<file path="src/hw/fbad_defines.svh">
// Address field positions and geometry constants for the flash decoder.
// Included by the package and the decoder modules; definitions only.
`ifndef FBAD_DEFINES_SVH
`define FBAD_DEFINES_SVH
`define FBAD_ADDR_W      18
`define FBAD_SECT_HI     17
`define FBAD_SECT_LO     12
`define FBAD_PAGE_HI     11
`define FBAD_PAGE_LO     7
`define FBAD_BLK_HI      6
`define FBAD_BLK_LO      4
`define FBAD_BYTE_HI     3
`define FBAD_BYTE_LO     0
`define FBAD_AUXB_HI     1
`define FBAD_NUM_SECT    64
`define FBAD_NUM_PAGE    32
`define FBAD_NUM_BLK     8
`define FBAD_DATA_BYTES  16
`define FBAD_AUX_BYTES   4
`define FBAD_RSVD_SECT   6'h00
`define FBAD_DATA_W      8
`endif

</file>
<file path="src/hw/fbad_pkg.sv">
// Types shared by the flash address decoder and its caller.
// Assumes the defines header is on the include path.
`include "fbad_defines.svh"
package fbad_pkg;
  typedef struct packed {
    logic                     valid;
    logic                     write;
    logic                     spare;
    logic                     aux;
    logic [`FBAD_ADDR_W-1:0]  addr;
    logic [`FBAD_DATA_W-1:0]  wdata;
  } fbad_req_type;

  typedef struct packed {
    logic                     valid;
    logic                     write;
    logic                     spare;
    logic                     aux;
    logic [5:0]               sector;
    logic [4:0]               page;
    logic [2:0]               block;
    logic [3:0]               byte_sel;
    logic [`FBAD_DATA_W-1:0]  wdata;
  } fbad_arr_type;

  typedef struct packed {
    logic                     valid;
    logic                     error;
    logic [`FBAD_DATA_W-1:0]  rdata;
  } fbad_rsp_type;
endpackage : fbad_pkg

</file>
<file path="src/hw/fbad_decode.sv">
// Flash address decoder: registers requests toward the array and
// returns one response per accepted request; assumes array answers reads
// within the cycle it is addressed.
`timescale 1ns/100ps
`include "fbad_defines.svh"
module fbad_decode #(
  parameter int NUM_SECT   = `FBAD_NUM_SECT,
  parameter int NUM_PAGE   = `FBAD_NUM_PAGE,
  parameter int NUM_BLK    = `FBAD_NUM_BLK,
  parameter int DATA_BYTES = `FBAD_DATA_BYTES,
  parameter int AUX_BYTES  = `FBAD_AUX_BYTES
) (
  input  wire logic                   mclk_i,
  input  wire logic                   rstn_i,
  input  wire fbad_pkg::fbad_req_type req_i,
  input  wire logic [`FBAD_DATA_W-1:0] arr_rdata_i,
  output fbad_pkg::fbad_arr_type      arr_o,
  output fbad_pkg::fbad_rsp_type      rsp_o
);
  import fbad_pkg::*;

  // Shared by the array gate and the response error flag
  function automatic logic refuse_write(input logic rsvd_hit,
                                        input logic is_write);
    return rsvd_hit && is_write;
  endfunction : refuse_write

  typedef enum logic [1:0] {
    ST_IDLE = 2'b01,
    ST_RESP = 2'b10
  } fbad_state_type;

  fbad_arr_type   split;
  logic           rsvd;
  fbad_state_type state_ff, nxt_state;
  fbad_arr_type   arr_ff, nxt_arr;
  fbad_rsp_type   rsp_ff, nxt_rsp;
  logic           rsvd_ff, nxt_rsvd;
  logic           wr_ff, nxt_wr;

  fbad_field_split u_split (
    .req_i  (req_i),
    .arr_o  (split),
    .rsvd_o (rsvd)
  );

  always_comb begin
    nxt_state = state_ff;
    nxt_arr   = arr_ff;
    nxt_rsp   = '0;
    nxt_rsvd  = rsvd_ff;
    nxt_wr    = wr_ff;
    nxt_arr.valid = 1'b0;
    case (state_ff)
      ST_IDLE: begin
        if (req_i.valid) begin
          nxt_arr = split;
          // Reserved page never reaches the array on a write
          nxt_arr.valid = !refuse_write(rsvd, req_i.write);
          nxt_rsvd  = rsvd;
          nxt_wr    = req_i.write;
          nxt_state = ST_RESP;
        end
      end
      ST_RESP: begin
        nxt_rsp.valid = 1'b1;
        nxt_rsp.error = refuse_write(rsvd_ff, wr_ff);
        nxt_rsp.rdata = (rsvd_ff || wr_ff) ? '0 : arr_rdata_i;
        nxt_state     = ST_IDLE;
      end
      default: begin
        nxt_state = ST_IDLE;
      end
    endcase
  end

  always_ff @(posedge mclk_i or negedge rstn_i) begin
    if (!rstn_i) begin
      state_ff <= ST_IDLE;
      arr_ff   <= '0;
      rsp_ff   <= '0;
      rsvd_ff  <= 1'b0;
      wr_ff    <= 1'b0;
    end else begin
      state_ff <= nxt_state;
      arr_ff   <= nxt_arr;
      rsp_ff   <= nxt_rsp;
      rsvd_ff  <= nxt_rsvd;
      wr_ff    <= nxt_wr;
    end
  end

  assign arr_o = arr_ff;
  assign rsp_o = rsp_ff;
endmodule : fbad_decode

</file>
<file path="src/hw/fbad_field_split.sv">
// Combinational split of a request address into array fields.
// Assumes request arrives on the same clock as the caller.
`timescale 1ns/100ps
`include "fbad_defines.svh"
module fbad_field_split (
  input  wire fbad_pkg::fbad_req_type req_i,
  output fbad_pkg::fbad_arr_type      arr_o,
  output logic                        rsvd_o
);
  import fbad_pkg::*;

  always_comb begin
    arr_o.valid    = req_i.valid;
    arr_o.write    = req_i.write;
    arr_o.spare    = req_i.spare;
    arr_o.aux      = req_i.aux;
    arr_o.wdata    = req_i.wdata;
    arr_o.sector   = req_i.addr[`FBAD_SECT_HI:`FBAD_SECT_LO];
    arr_o.page     = req_i.addr[`FBAD_PAGE_HI:`FBAD_PAGE_LO];
    arr_o.block    = req_i.addr[`FBAD_BLK_HI:`FBAD_BLK_LO];
    arr_o.byte_sel = req_i.addr[`FBAD_BYTE_HI:`FBAD_BYTE_LO];
    if (req_i.spare) begin
      arr_o.page = 5'h00;
    end
    if (req_i.aux) begin
      arr_o.block    = 3'h0;
      arr_o.byte_sel = {2'h0, req_i.addr[`FBAD_AUXB_HI:0]};
    end
  end

  assign rsvd_o = req_i.spare &&
                  (arr_o.sector == `FBAD_RSVD_SECT);
endmodule : fbad_field_split

</file>
<file path="config.mk">
export PLATFORM = sky130hd
export DESIGN_NAME = fbad_decode
export DESIGN_NICKNAME = d
export VERILOG_FILES = /design/src/hw/fbad_pkg.sv /design/src/hw/fbad_decode.sv /design/src/hw/fbad_field_split.sv
export VERILOG_INCLUDE_DIRS = /design/src /design/src/hw
export SDC_FILE = /design/constraint.sdc
export NUM_CORES = 1
export LEC_CHECK = 0
export BUFFER_PORTS_ARGS = -buffer_cell sky130_fd_sc_hd__buf_2
export CAP_MARGIN = 10
export CORE_MARGIN = 2
export CORE_UTILIZATION = 46
export CTS_CLUSTER_DIAMETER = 60
export CTS_CLUSTER_SIZE = 20
export DETAILED_ROUTE_END_ITERATION = 8
export PLACE_DENSITY = 0.78
export SLEW_MARGIN = 25
export SYNTH_ARGS = -nofsm -noshare
export SYNTH_HDL_FRONTEND = slang
export SYNTH_HIERARCHICAL = 1
export SYNTH_SLANG_ARGS = --single-unit
export TNS_END_PERCENT = 20
</file>
<file path="constraint.sdc">
create_clock -name mclk_i -period 1.6 [get_ports mclk_i]
set_input_delay 0.32 -clock mclk_i [delete_from_list [all_inputs] [get_ports mclk_i]]
set_output_delay 0.32 -clock mclk_i [all_outputs]
set_load 0.01 [all_outputs]
</file>
==> reports/qor.txt <==
status -> finished clean
Die Span X -> 66.8 µm
worst skew pair latency -> 290 ps
GR Util met2 -> 0.289
vias post-DR -> 1144
met1 usage -> 0.174
Root Driver -> clkbuf_8
CTS clk-pin slew, worst paths -> 80 ps
initial drt markers -> 39
grt total ovfl -> 0
Clk pwr share -> 0.308
synthesized area -> 1810 µm²
busiest grt layer -> met2
Placed Area -> 2120 µm²
area of the multi-input gates -> 531 µm²
Wirelength per Cell -> 13.2 µm
HP Class -> input port to flop
CP Capture Type -> flop
# IOs -> 80
die height -> 66.8 µm
Longest Clk Path Bufs -> 2
total CTS buffers -> 5
largest net degree at the start of global routing -> 35
Syn Area/Cell -> 14.6 µm²
crit path max-delay cell type -> dfstp_2
Starting Density -> 0.488
CP Class -> flop to flop
Synth Instances -> 124
Buffers & Inverters on Critical Path -> 1
grt met3 use -> 0.0456
number of nets in the layout -> 231
Tmin final -> 1400 ps
Core Box Area -> 3720 µm²
crit path max fanout -> 34
via/cell ratio -> 4.77
crit path DAT -> 1570 ps
I/O Buffers -> 79
design area -> 2250 µm²
switching pwr -> 700 µW
Critical Path RT -> 1770 ps
clock skew -> 2.82 ps
vias in the first global route -> 1204
cell family with most CP delay -> flip-flops
Reg area -> 1100 µm²
Final Hold Fails -> 0
Worst-Margin Slew -> 516 ps
Final TNS setup -> 0 ps
Setup violations, final -> 0
# fillers -> 304
initial antenna violation count -> 0
P_leak -> 1.20 nW
Final ANT Viol Nets -> 0
Max Cap Viol -> 0
Pre-Repair DR Iteration Count -> 3
Pint -> 2.08 mW
VDD IR max -> 0.795 mV
GRT Total Usage -> 0.162
Rows -> 22
Comb power frac -> 0.195
switching share of total power -> 0.252
area grow syn2layout -> 24.2%
layout cells sized above 1 -> 0.500
drc violations -> 0
Flop pwr share -> 0.497
crit-path cells -> nand3b_4, buf_4, mux2_1
antenna fix cells -> 0
final period utilization -> 0.878
largest stage delay on the critical path -> 580 ps
Power Density -> 1230 nW/µm²
fmax -> 712 MHz
H-tree depth -> 2
global-route wire length before repair -> 5240 µm
Slew Limit Fails -> 0
warnings from Yosys -> 6
GP Congestion -> 0.635
WL final -> 3160 µm
Sink Count -> 44
CTS tree -> yes
synthesized netlist net count -> 164
RSZ-0062 raised after global routing -> false
die area -> 4460 µm²
relative slew slack -> 0.655
Startpoint Class -> flop
==> power by group through the flow <==
| stage | sequential (mW) | combinational (mW) | clock, mW |
|---|---|---|---|
| 4_1_cts | 1.38 | 0.554 | 0.886 |
| 3_5_place_dp | 1.40 | 0.550 | 0 |
| 2_1_floorplan | 1.48 | 0.225 | 0 |
| 6_report | 1.38 | 0.541 | 0.857 |
| 3_3_place_gp | 1.39 | 0.531 | 0 |
| 5_1_grt | 1.40 | 0.598 | 0.958 |
==> layout make-up <==
type	count	share of cell area
tap	48	0.0267
inverter	1	0.00167
sequential	44	0.490
clock buffer	6	0.0367
multi-input combinational	57	0.236
timing repair buffer	82	0.192
clock inverter	2	0.0172
==> cells in the final DEF, fill, tap and decap left out, drive strengths merged, types with 2 or more instances in the layout <==
master   n
mux2    31
and3     2
clkbuf   6
dfrtp   43
nor2b   11
and2     8
buf     81
==> final timing paths <==
path | from | end | slack, ps | cells past startpoint
min reg2reg | arr_o[4] | arr_o[4] | 490 | 1
min | req_i[28] | arr_o[29] | 230 | 2
max in group asynchronous | rstn_i | state_ff[0] | 560 | 3
max reg2reg | state_ff[0] | arr_o[1] | 200 | 3
min in group asynchronous | rstn_i | arr_o[6] | 490 | 2
max | state_ff[0] | arr_o[1] | 200 | 3
==> per-stage QoR <==
| stage | cells | power, mW | utilization | setup WS, ps | hold slack [ps] |
|---|---|---|---|---|---|
| 5_1_grt | 240 | 2.96 | 0.606 | 139 | 214 |
| 3_3_place_gp | 231 | 1.92 | 0.570 | 232 | 262 |
| 4_1_cts | 240 | 2.82 | 0.606 | 180 | 228 |
| 2_1_floorplan | 124 | 1.70 | - | 347 | 24.4 |
| 3_5_place_dp | 231 | 1.95 | 0.570 | 189 | 274 |
| 6_report | 240 | 2.78 | 0.606 | 195 | 235 |
==> flip-flops by register name (all words and copies together), names as in the netlist <==
name and flops:
state_ff 2, arr_o 30, wr_ff 1, rsvd_ff 1, rsp_o 10
==> timing repair <==
action / 4_1_cts / 5_1_grt
hold buffers: 1 / 0
gates resized for setup: 0 / 0
endpoints found under the hold margin: 16 / 0
buffers inserted: 0 / 0
==> layer usage <==
metal	up-vias	part of all wire
met5	-	0
met4	0	0.022
met3	7	0.098
met2	63	0.49
met1	548	0.39
li1	526	-
No activity file was read; power rests on OpenSTA's default activity.
